File: config.mk
export PLATFORM = sky130hd
export DESIGN_NAME = acm_ctl
export DESIGN_NICKNAME = d
export VERILOG_FILES = /design/src/acm_pkg.sv /design/src/acm_ctl.sv /design/src/acm_vmult_div.sv
export SDC_FILE = /design/constraint.sdc
export NUM_CORES = 1
export LEC_CHECK = 0
export BUFFER_PORTS_ARGS = -buffer_cell sky130_fd_sc_hd__buf_2
export CORE_MARGIN = 10
export CORE_UTILIZATION = 40
export CTS_CLUSTER_SIZE = 14
export DETAILED_ROUTE_END_ITERATION = 8
export HOLD_SLACK_MARGIN = 0.08
export PLACE_DENSITY = 0.65
export RECOVER_POWER = 50
export SETUP_SLACK_MARGIN = 0.15
export SYNTH_ARGS = -nofsm -noshare
export SYNTH_HDL_FRONTEND = slang
export SYNTH_SLANG_ARGS = --single-unit
File: constraint.sdc
create_clock -name clk_i -period 1.8 [get_ports clk_i]
set_input_delay 0.18 -clock clk_i [delete_from_list [all_inputs] [get_ports clk_i]]
set_output_delay 0.18 -clock clk_i [all_outputs]
set_load 0.01 [all_outputs]
File: src/acm_pkg.sv
// acm_pkg: shared constants and carrier types for the acquisition chain control block.
// assumes a classic wishbone slave with 32-bit data and byte addresses, 10 MHz clock.
package acm_pkg;

   // ----------------------------------------------------------------
   // register byte offsets
   // ----------------------------------------------------------------
   localparam logic [7:0] ACM_OFS_ACQ_CFG1   = 8'h00;
   localparam logic [7:0] ACM_OFS_ACQ_CFG5   = 8'h10;
   localparam logic [7:0] ACM_OFS_START      = 8'h14;
   localparam logic [7:0] ACM_OFS_STATUS     = 8'h18;
   localparam logic [7:0] ACM_OFS_VMULT_CFG  = 8'h1C;
   localparam int         ACM_NUM_CFG        = 5;

   // ----------------------------------------------------------------
   // field positions inside the configuration words
   // ----------------------------------------------------------------
   // cfg1: [4:0] channel select, [5] reference select
   localparam int ACM_CH_LSB      = 0;
   localparam int ACM_CH_W        = 5;
   localparam int ACM_REF_BIT     = 5;
   // cfg2: [3:0] stage enable, [5:4] gain stage bias, [7:6] converter bias
   localparam int ACM_EN_LSB      = 0;
   localparam int ACM_EN_W        = 4;
   localparam int ACM_PGA_IB_LSB  = 4;
   localparam int ACM_ADC_IB_LSB  = 6;
   // cfg3: [2:0] oversampling code (8<<code), [7:4] elementary conversion count
   localparam int ACM_OSR_LSB     = 0;
   localparam int ACM_OSR_W       = 3;
   localparam int ACM_NEL_LSB     = 4;
   localparam int ACM_NEL_W       = 4;
   // vmult: [2] enable, [1:0] clock division
   localparam int ACM_VM_EN_BIT   = 2;
   localparam int ACM_VM_FIN_LSB  = 0;

   localparam logic [3:0]  ACM_EN_ADC_ONLY = 4'h1;
   localparam logic [1:0]  ACM_IB_MAX      = 2'h3;
   localparam logic [7:0]  ACM_CFG_RST     = 8'h00;
   localparam logic [7:0]  ACM_VM_RST      = 8'h00;
   localparam logic [10:0] ACM_OSR_BASE    = 11'h008;
   localparam logic [31:0] ACM_UNMAPPED    = 32'h00000000;

   // max sampling clock divisor per bias code: lower bias needs slower sampling
   localparam logic [7:0] ACM_FS_DIV_IB0 = 8'h08;
   localparam logic [7:0] ACM_FS_DIV_IB1 = 8'h04;
   localparam logic [7:0] ACM_FS_DIV_IB2 = 8'h02;
   localparam logic [7:0] ACM_FS_DIV_IB3 = 8'h01;

   // multiplier divider terminal counts, half-period minus one (divide by 2,4,16,64)
   localparam logic [5:0] ACM_VM_HALF0 = 6'h00;
   localparam logic [5:0] ACM_VM_HALF1 = 6'h01;
   localparam logic [5:0] ACM_VM_HALF2 = 6'h07;
   localparam logic [5:0] ACM_VM_HALF3 = 6'h1F;

   typedef enum logic [2:0] {
      ACM_ST_IDLE   = 3'b001,
      ACM_ST_SETTLE = 3'b010,
      ACM_ST_READY  = 3'b100
   } acm_state_t;

   // settings driven toward the analog chain
   typedef struct packed {
      logic [4:0] channel_sel;
      logic       reference_sel;
      logic [3:0] stage_enable;
      logic [1:0] gain_stage_bias;
      logic [1:0] converter_bias;
      logic       pga_reset;
      logic [7:0] fs_div;
   } acm_analog_t;

   typedef struct packed {
      logic        cyc;
      logic        stb;
      logic        we;
      logic [7:0]  adr;
      logic [3:0]  sel;
      logic [31:0] dat;
   } acm_wb_req_t;

   // settling length helper: oversampling ratio 8<<code as a count of system clock cycles
   function automatic logic [14:0] acm_osr_cycles(input logic [2:0] code);
      acm_osr_cycles = 15'(ACM_OSR_BASE) << code;
   endfunction

endpackage

File: src/acm_ctl.sv
// acm_ctl: acquisition chain front-end control with wishbone register slave.
// assumes a classic wishbone master on clk_i; analog chain outputs are plain levels.
//
// Summary of operation
// - any write to a configuration register with byte lane 0 selected resets the gain stages, restarting settling
// - channel or reference change switches the selected inputs to the new choice
// - stage enable code 0001 bypasses all three gain stages, converter only
// - bias code 11 on both fields selects the largest bias current
// - lower bias setting lowers the maximum sampling rate of the chain
// - elementary conversion count is only stored in cfg3; no output carries it onward
// - multiplier register holds enable and clock division, cleared by reset
// - division codes 00..11 give system clock over 2, 4, 16, 64
`timescale 1ns/10ps
module acm_ctl (
   input  wire logic                 clk_i,
   input  wire logic                 rst_i,
   input  wire logic                 cyc_i,
   input  wire logic                 stb_i,
   input  wire logic                 we_i,
   input  wire logic [7:0]           adr_i,
   input  wire logic [3:0]           sel_i,
   input  wire logic [31:0]          dat_i,
   output logic      [31:0]          dat_o,
   output logic                      ack_o,
   output acm_pkg::acm_analog_t      analog_o,
   output logic                      conv_start_o,
   output logic                      settled_o,
   output logic                      vmult_en_o,
   output logic                      vmult_clk_o,
   output logic                      vmult_tick_o
);

   typedef struct packed {
      logic [4:0][7:0]        cfg;
      logic [7:0]             vmult;
      acm_pkg::acm_state_t    state;
      logic [14:0]            settle_cnt;
      logic                   early_start;
      logic                   start;
      logic                   pga_rst;
      logic                   ack;
      logic [31:0]            rdat;
   } acm_state_all_t;

   acm_state_all_t st_reg;
   acm_state_all_t st_next;

   logic        req;
   logic        wr;
   logic [2:0]  cfg_idx;
   logic        is_cfg;
   logic [7:0]  wbyte;
   logic        bypass_all;
   logic [14:0] osr_cnt;
   logic [2:0]  osr_code;
   logic [31:0] rd_mux;

   // ----------------------------------------------------------------
   // bus decode
   // ----------------------------------------------------------------
   // a new request is taken only when no ack is out, giving one ack per request
   assign req     = cyc_i && stb_i && !st_reg.ack;
   assign wr      = req && we_i && sel_i[0];
   assign cfg_idx = adr_i[4:2];
   assign is_cfg  = (adr_i[1:0] == 2'h0) && (adr_i <= acm_pkg::ACM_OFS_ACQ_CFG5);
   assign wbyte   = dat_i[7:0];

   // settling length tracks the programmed oversampling ratio
   // a write to the oversampling word times its own settling with the new code, not the old one
   assign osr_code   = (wr && is_cfg && cfg_idx == 3'h2) ? wbyte[acm_pkg::ACM_OSR_LSB +: acm_pkg::ACM_OSR_W]
                       : st_reg.cfg[2][acm_pkg::ACM_OSR_LSB +: acm_pkg::ACM_OSR_W];
   assign osr_cnt    = acm_pkg::acm_osr_cycles(osr_code);
   assign bypass_all = st_reg.cfg[1][acm_pkg::ACM_EN_LSB +: acm_pkg::ACM_EN_W]
                       == acm_pkg::ACM_EN_ADC_ONLY;

   // ----------------------------------------------------------------
   // read mux
   // ----------------------------------------------------------------
   always_comb begin
      rd_mux = acm_pkg::ACM_UNMAPPED;
      if (is_cfg) begin
         rd_mux = {24'h000000, st_reg.cfg[cfg_idx]};
      end else if (adr_i == acm_pkg::ACM_OFS_STATUS) begin
         rd_mux = {28'h0000000, st_reg.early_start, bypass_all, st_reg.state == acm_pkg::ACM_ST_READY,
                   st_reg.pga_rst};
      end else if (adr_i == acm_pkg::ACM_OFS_VMULT_CFG) begin
         rd_mux = {24'h000000, st_reg.vmult};
      end
   end

   // ----------------------------------------------------------------
   // next state
   // ----------------------------------------------------------------
   always_comb begin
      st_next         = st_reg;
      st_next.ack     = req;
      st_next.start   = 1'b0;
      st_next.pga_rst = 1'b0;
      if (req) begin
         st_next.rdat = rd_mux;
      end

      // settling counter and state
      unique case (st_reg.state)
         acm_pkg::ACM_ST_IDLE: begin
            st_next.state = acm_pkg::ACM_ST_READY;
         end
         acm_pkg::ACM_ST_SETTLE: begin
            if (st_reg.settle_cnt == 15'h0000) begin
               st_next.state = acm_pkg::ACM_ST_READY;
            end else begin
               st_next.settle_cnt = st_reg.settle_cnt - 15'h0001;
            end
         end
         acm_pkg::ACM_ST_READY: begin
         end
      endcase

      if (wr && is_cfg) begin
         st_next.cfg[cfg_idx] = wbyte;
         st_next.pga_rst      = 1'b1;
         st_next.settle_cnt   = osr_cnt;
         st_next.state        = acm_pkg::ACM_ST_SETTLE;
      end
      if (wr && adr_i == acm_pkg::ACM_OFS_VMULT_CFG) begin
         st_next.vmult = {5'h00, wbyte[2:0]};
      end
      if (wr && adr_i == acm_pkg::ACM_OFS_START && wbyte[0]) begin
         st_next.start = 1'b1;
         // start honoured anytime; flag marks a start taken during settling with stages in use
         if (st_reg.state == acm_pkg::ACM_ST_SETTLE && !bypass_all) begin
            st_next.early_start = 1'b1;
         end
      end
      if (wr && adr_i == acm_pkg::ACM_OFS_STATUS && wbyte[3]) begin
         st_next.early_start = 1'b0;
      end
   end

   // ----------------------------------------------------------------
   // state register
   // ----------------------------------------------------------------
   always_ff @(posedge clk_i) begin
      if (rst_i) begin
         st_reg       <= '0;
         st_reg.state <= acm_pkg::ACM_ST_IDLE;
         st_reg.vmult <= acm_pkg::ACM_VM_RST;
      end else begin
         st_reg <= st_next;
      end
   end

   // ----------------------------------------------------------------
   // multiplier divider
   // ----------------------------------------------------------------
   acm_vmult_div u_div (
      .clk_i    (clk_i),
      .rst_i    (rst_i),
      .enable_i (st_reg.vmult[acm_pkg::ACM_VM_EN_BIT]),
      .fin_i    (st_reg.vmult[acm_pkg::ACM_VM_FIN_LSB +: 2]),
      .tick_o   (vmult_tick_o),
      .phase_o  (vmult_clk_o)
   );

   // ----------------------------------------------------------------
   // analog side outputs
   // ----------------------------------------------------------------
   logic [1:0] ib_min;
   logic [7:0] fs_div;

   // the smaller of the two bias codes bounds the sampling rate
   always_comb begin
      ib_min = (st_reg.cfg[1][acm_pkg::ACM_PGA_IB_LSB +: 2] < st_reg.cfg[1][acm_pkg::ACM_ADC_IB_LSB +: 2])
               ? st_reg.cfg[1][acm_pkg::ACM_PGA_IB_LSB +: 2] : st_reg.cfg[1][acm_pkg::ACM_ADC_IB_LSB +: 2];
      unique case (ib_min)
         2'h0: fs_div = acm_pkg::ACM_FS_DIV_IB0;
         2'h1: fs_div = acm_pkg::ACM_FS_DIV_IB1;
         2'h2: fs_div = acm_pkg::ACM_FS_DIV_IB2;
         2'h3: fs_div = acm_pkg::ACM_FS_DIV_IB3;
      endcase
   end

   always_comb begin
      analog_o.channel_sel     = st_reg.cfg[0][acm_pkg::ACM_CH_LSB +: acm_pkg::ACM_CH_W];
      analog_o.reference_sel   = st_reg.cfg[0][acm_pkg::ACM_REF_BIT];
      analog_o.stage_enable    = st_reg.cfg[1][acm_pkg::ACM_EN_LSB +: acm_pkg::ACM_EN_W];
      analog_o.gain_stage_bias = st_reg.cfg[1][acm_pkg::ACM_PGA_IB_LSB +: 2];
      analog_o.converter_bias  = st_reg.cfg[1][acm_pkg::ACM_ADC_IB_LSB +: 2];
      analog_o.pga_reset       = st_reg.pga_rst;
      analog_o.fs_div          = fs_div;
   end

   // elementary count field stays in cfg3 only; no output carries it to a decimation filter
   assign conv_start_o = st_reg.start;
   assign settled_o    = (st_reg.state == acm_pkg::ACM_ST_READY) || bypass_all;
   assign vmult_en_o   = st_reg.vmult[acm_pkg::ACM_VM_EN_BIT];
   assign ack_o        = st_reg.ack;
   assign dat_o        = st_reg.rdat;

endmodule // acm_ctl

File: src/acm_vmult_div.sv
// acm_vmult_div: clock divider giving the voltage multiplier its switching enable.
// assumes clk_i is the system clock and settings come from registers on the same clock.
`timescale 1ns/10ps
module acm_vmult_div (
   input  wire logic       clk_i,
   input  wire logic       rst_i,
   input  wire logic       enable_i,
   input  wire logic [1:0] fin_i,
   output logic            tick_o,
   output logic            phase_o
);

   typedef struct packed {
      logic [5:0] cnt;
      logic       phase;
      logic       tick;
   } acm_div_state_t;

   acm_div_state_t st_reg;
   acm_div_state_t st_next;
   logic [5:0]     half;

   // ----------------------------------------------------------------
   // terminal count (half period minus one) per division code
   // ----------------------------------------------------------------
   always_comb begin
      unique case (fin_i)
         2'h0: half = acm_pkg::ACM_VM_HALF0;
         2'h1: half = acm_pkg::ACM_VM_HALF1;
         2'h2: half = acm_pkg::ACM_VM_HALF2;
         2'h3: half = acm_pkg::ACM_VM_HALF3;
      endcase
   end

   // divider runs only while enabled so a disabled multiplier is quiet
   always_comb begin
      st_next      = st_reg;
      st_next.tick = 1'b0;
      if (!enable_i) begin
         st_next.cnt   = 6'h00;
         st_next.phase = 1'b0;
      end else if (st_reg.cnt >= half) begin
         st_next.cnt   = 6'h00;
         st_next.phase = ~st_reg.phase;
         st_next.tick  = 1'b1;
      end else begin
         st_next.cnt = st_reg.cnt + 6'h01;
      end
   end

   always_ff @(posedge clk_i) begin
      if (rst_i) begin
         st_reg <= '0;
      end else begin
         st_reg <= st_next;
      end
   end

   assign tick_o  = st_reg.tick;
   assign phase_o = st_reg.phase;

endmodule // acm_vmult_div

# == Yosys cells after proc, flatten, opt, wreduce, memory -nomap -nowiden ==
# Cells that the tools add are included.
# totals
reg_bits,105
latchBits,0
ramBits,0
rom_bits,0
in_bits,49
out_inout_bits,61
elab_cells,96
n_memories,0
# op_classes
add_sub_neg,2
mul,0
div_mod_pow,0
order_cmp,5
n_eq_ne,17
shift,1
muxes,20
bitwise_logic,2
n_reduce_logical,32
# op_table
op,n
bitwise mux 40 bit,1
case mux 8 bit (4 select lines),1
2-to-1 mux 15 bit,2
binary-select mux 8 bit (select 3 bit),1
demux 8 bit (select 3 bit),1
"== test 8 x 5 -> 1 bit, second input constant",3
2-to-1 mux 8 bit,3
case mux 6 bit (4 select lines),1
2-to-1 mux 17 bit,1
zero test 15 bit,1
"<< shifter 4 x 3 -> 15 bit, first input constant",1
"subtractor 15 x 1 -> 15 bit, second input constant",1
logical AND 1 bit,14
2-to-1 mux 3 bit,3
"== test 2 bit, second input constant",4
"<= comparator 8 x 5 -> 1 bit, second input constant",1
AND reduction 2 bit,4
"adder 6 x 1 -> 6 bit, second input constant",1
"== test 3 x 2 -> 1 bit, second input constant",2
greater-or-equal comparator 6 bit,1
zero test 2 bit,3
case mux 3 bit (2 select lines),1
OR reduction 2 bit,3
"== test 2 x 1 -> 1 bit, second input constant",2
other kinds (18),23

# == Longest topological paths before layout ==
# depth
word_depth,9
mapped_depth,8
depth_no_buf,7

# == Hierarchy ==
# A second synthesis with hierarchy kept.
# hier_totals
hier_cells,507
area_unflattened_um2,4480.5
# by_module_without_submodules
mod,instances,cells_per_inst,area_per_inst_um2,seq_area_each_um2
acm_ctl,1,463,4057.6,1461.4
acm_vmult_div,1,44,422.9,160.2

# == Worst setup path after synthesis ==
# OpenSTA, ideal clock, no wires.
# synth_timing
path_kind,flip-flop to flip-flop
start,register st_reg[54] (netlist bit)
end,register u_div.st_reg[4] (netlist bit)
setup_time_ns,0.064
t_arrival_ns,1.799
t_required_ns,1.736
path_slack_ns,-0.064
path_stages_with_launch,8
path_buffers,0
period_less_slack_ns,1.864
path_cell_list,dfxtp_1 > or2_2 > ha_1 > nand2b_1 > a21o_1 > a21o_1 > a311o_1 > nor2_1
# synth_via
elab_chain_cells,4
elab_cells_between_ends,7
cone_classes,order compare: 1; eq/ne: 3; mux: 1; reduce/logical: 2
# synth_lines
item,line,text
"start, declared",acm_ctl.sv:45,acm_state_all_t st_reg;
"start signal, assigned",acm_ctl.sv:149,st_reg <= st_next;
== test 2 bit (tied with other cells),acm_vmult_div.sv:27,unique case (fin_i)
case mux 6 bit (4 select lines) (*),acm_vmult_div.sv:27,
greater-or-equal comparator 6 bit (*),acm_vmult_div.sv:42,end else if (st_reg.cnt >= half) begin
OR reduction 3 bit (no source line) (*),n/a,
"end signal, assigned",acm_vmult_div.sv:55,st_reg <= st_next;
"end, declared",acm_vmult_div.sv:19,acm_div_state_t st_reg;
# Every way passes the cells marked *; elsewhere a longest branch is shown, timed or not. The select of a mux whose other input is x is not followed.
# A chain may end at the register's enable or synchronous reset.

# == Worst setup path after layout ==
# layout_timing
start,register st_reg[54] (netlist bit)
end,register u_div.st_reg[6] (netlist bit)
# The elaborated chain is that of the path after synthesis.

==> reports/summary.txt <==
maxcap violations - 0
sequential-to-total area share from yosys stat - 0.3626
crit-path max cell delay - 0.34 ns
Setup violations, final - 0
Critical path origin - st_reg[54]
Reg area - 1650 um2
worst slew pin tran - 0.5416 ns
crit end category - register
Overall Global Routing Usage - 0.1444
synthesized area - 4472 um2
global route total overflow - 0
status - completed
pre-CTS setup slack - -0.04187 ns
max FFs per register - 47
core area - 10890 um2
final hold slack - 0.1079 ns
routed via count - 3878
P per Cell Area - 628.1 nW/um2
largest net degree at the start of global routing - 39
row count - 38
Critical R2R Launch - st_reg[54]
Cell Int Power - 2.520 mW
drt drc - 0
Ant. Diodes - 0
clock period minus final worst setup slack - 1.784 ns
drt wl/cell - 17.00 um
CTS tree - yes
share of cells above drive strength 1 - 0.2926
Comb pwr share - 0.074
net switching share of the total power - 0.2598
Slew HR - 0.6351
starting density of the core - 0.4107
worst endpoint required time - 2.09 ns
Final ANT Viol Nets - 0
Fin. Hold Viols - 0
EDFF count, synth - 0
final cycle utilization of the critical path - 0.9914
DRT Pass-1 Iters - 6
hpwl dp - 8609 um
Worst path most repeated cell - a21o_1
initial antenna violation count - 0
buffers added on ports - 54
switching pwr - 0.8845 mW
Worst Hold Launch - dat_i[6]
DR iter-0 viols - 273
Post-Syn Instances - 510
routability cong. - 0.8498
Seq pwr share - 0.527
RSZ-0062 raised after global routing - true
crit-path cells - or2_4 -> ha_4 -> nand2b_4 -> a21o_1 -> a21o_1 -> a311o_1 -> nor2_1
Final Skew - 0.009480 ns
CP max-delay cell - dfxtp_2
final worst slack - 0.01553 ns
prevailing post-synth register cell - dfxtp_1
Max H-tree Level - 3
clock sink count - 81
Final #Nets - 635
crit-path max FO - 5
number of synthesized register bits - 81
first-pass GRT wire length - 19210 um
clk slew on worst S/H paths - 0.09 ns
Via density - 5.379
Clk Latency, worst-skew pair - 0.35 ns
multi-input logic area - 2621 um2
Worst IR Drop VDD - 432.6 uV
type of the worst setup path - register to register
yosys warns - 0
Root Buffer - clkbuf_8
fillcell total - 1034
Post-Syn Area per Cell - 8.768 um2
Num CTS Buffers - 9
CP startpoint kind - register
Synth async-reset ratio - 0
synth unique cells - 63
IO Count - 110
fin. max-slew vios - 0
Hold Crit Class - primary input to register
synth-to-layout area growth - 21.21%
Worst Path Arrival - 2.08 ns
Leak - 2.225 nW
Tot Pwr - 3.405 mW
final WL - 12260 um
vias in the first global route - 3853
clk buf depth - 2
Horiz. Die Dim - 125.7 um
f_max - 560.4 MHz
Clock power frac - 0.399
die footprint - 15810 um2
die height - 125.7 um
[per-layer routing]
| metal | wire length [um] | GRT usage |
|---|---|---|
| met2 | 5740 | 0.2330 |
| met1 | 5612 | 0.1880 |
| met5 | 0 | 0 |
| met3 | 795 | 0.03565 |
| met4 | 106 | 0.03885 |
[power by group through the flow]
stage               Combinational [mW]  Clock, mW  Sequential (mW)
floorplan                        0.181          0             1.84
global placement                 0.221          0             1.84
detailed placement               0.224          0             1.84
CTS                              0.233       1.38             1.80
global route                     0.274       1.45             1.80
finish                           0.252       1.36             1.79
[worst max-delay path: cells and delay by family (launching register included)]
family	cells	cell delay (ns)
adders and majority gates	1	0.20
DFF	1	0.34
and+or+nand+nor	3	0.49
AOI/OAI and AO/OA	3	0.70
[final timing paths]
kind                                   endpoint  slack (ns)  cells after the start
worst min-delay path                 st_reg[84]        0.11                      3
worst max register to register  u_div.st_reg[6]        0.02                      7
worst max-delay path            u_div.st_reg[6]        0.02                      7
worst min register to register       st_reg[97]        0.45                      2
[layout by cell type (no fill, tap or decap), types with 4 or more instances in the layout]
cell / n
nor4_1: 4
a22oi_1: 5
buf_2: 41
o21ai_0: 4
buf_12: 4
buf_4: 38
nor3_1: 8
a21oi_1: 26
and3_1: 7
mux2i_1: 25
xor2_1: 11
nor3_2: 5
clkbuf_8: 9
nor4_4: 5
o311a_1: 4
buf_6: 9
a22o_1: 6
nand3_1: 15
nand2_1: 45
dfxtp_4: 6
nand4_1: 11
dfxtp_2: 5
inv_1: 10
nand2b_1: 5
nor2_1: 57
ha_1: 7
dfxtp_1: 70
conb_1: 28
nor2b_1: 5
mux4_2: 7
clkbuf_1: 13
nand4b_1: 6
[layout make-up]
cell class | instances | share of cell area
Clock inverter | 7 | 0.01431
Timing Repair Buffer | 106 | 0.1348
Sequential cell | 81 | 0.3045
Inverter | 11 | 0.007618
Clock buffer | 9 | 0.02285
Tap cell | 140 | 0.03232
Multi-Input combinational cell | 367 | 0.4836
[Yosys cell counts (all sizes together) (2+ instances only)]
cell | instances | area (um2)
a31oi | 4 | 25.02
o21ai | 4 | 20.02
mux2i | 25 | 250.2
and2 | 5 | 33.78
o311a | 4 | 40.04
a222oi | 2 | 20.02
or2 | 2 | 12.52
nor4 | 10 | 113.9
a22o | 6 | 52.55
xnor2 | 3 | 26.28
a22oi | 5 | 37.54
nand4b | 6 | 52.55
a211oi | 4 | 30.03
buf | 67 | 464.2
nand3 | 17 | 90.09
a21oi | 28 | 140.1
mux4 | 7 | 157.7
nand4 | 12 | 81.33
nand2b | 6 | 37.54
and3 | 9 | 56.30
ha | 10 | 125.1
nor2 | 59 | 221.5
nor4b | 4 | 35.03
nor3 | 15 | 96.35
clkbuf | 12 | 45.04
a21o | 2 | 15.01
or3 | 2 | 17.52
o22ai | 3 | 18.77
nand2 | 48 | 180.2
a32oi | 2 | 17.52
nor3b | 2 | 15.01
dfxtp | 81 | 1622
a311oi | 2 | 17.52
inv | 11 | 41.29
xor2 | 11 | 96.34
nor2b | 5 | 31.28
[kinds of logic (layout without fill, tap and decap cells)]
logic type,after synthesis,in the layout,synth area share
buffers and inverters,90,133,0.1231
AO/OA/AOI/OAI,72,72,0.1086
XOR/XNOR,14,14,0.02742
adder cells (fa/ha/maj),10,10,0.02798
other,1,28,0.0008386
multiplexers,33,33,0.09373
flip-flops,81,81,0.3626
AND/OR/NAND/NOR,209,210,0.2557
[stage by stage]
step	instance area [um2]	std cells	setup TNS, ns	util
2_1_floorplan	4609	537	0	-
3_3_place_gp	4838	686	-0.02010	0.4444
3_5_place_dp	4838	686	-0.1067	0.4444
4_1_cts	5226	710	0	0.4800
5_1_grt	5420	721	-0.5579	0.4978
6_report	5420	721	0	0.4978
[what timing repair did]
item | in CTS | in global routing
gates resized for setup | 31 | 29
hold buffers | 1 | 0
setup buffers | 7 | 9
gates cloned | 0 | 2
endpoints found under the hold margin | 2 | 0
pin swaps | 19 | 22
endpoints found under the setup margin | 48 | 47
Note: power is estimated with default switching activity, not from simulation.
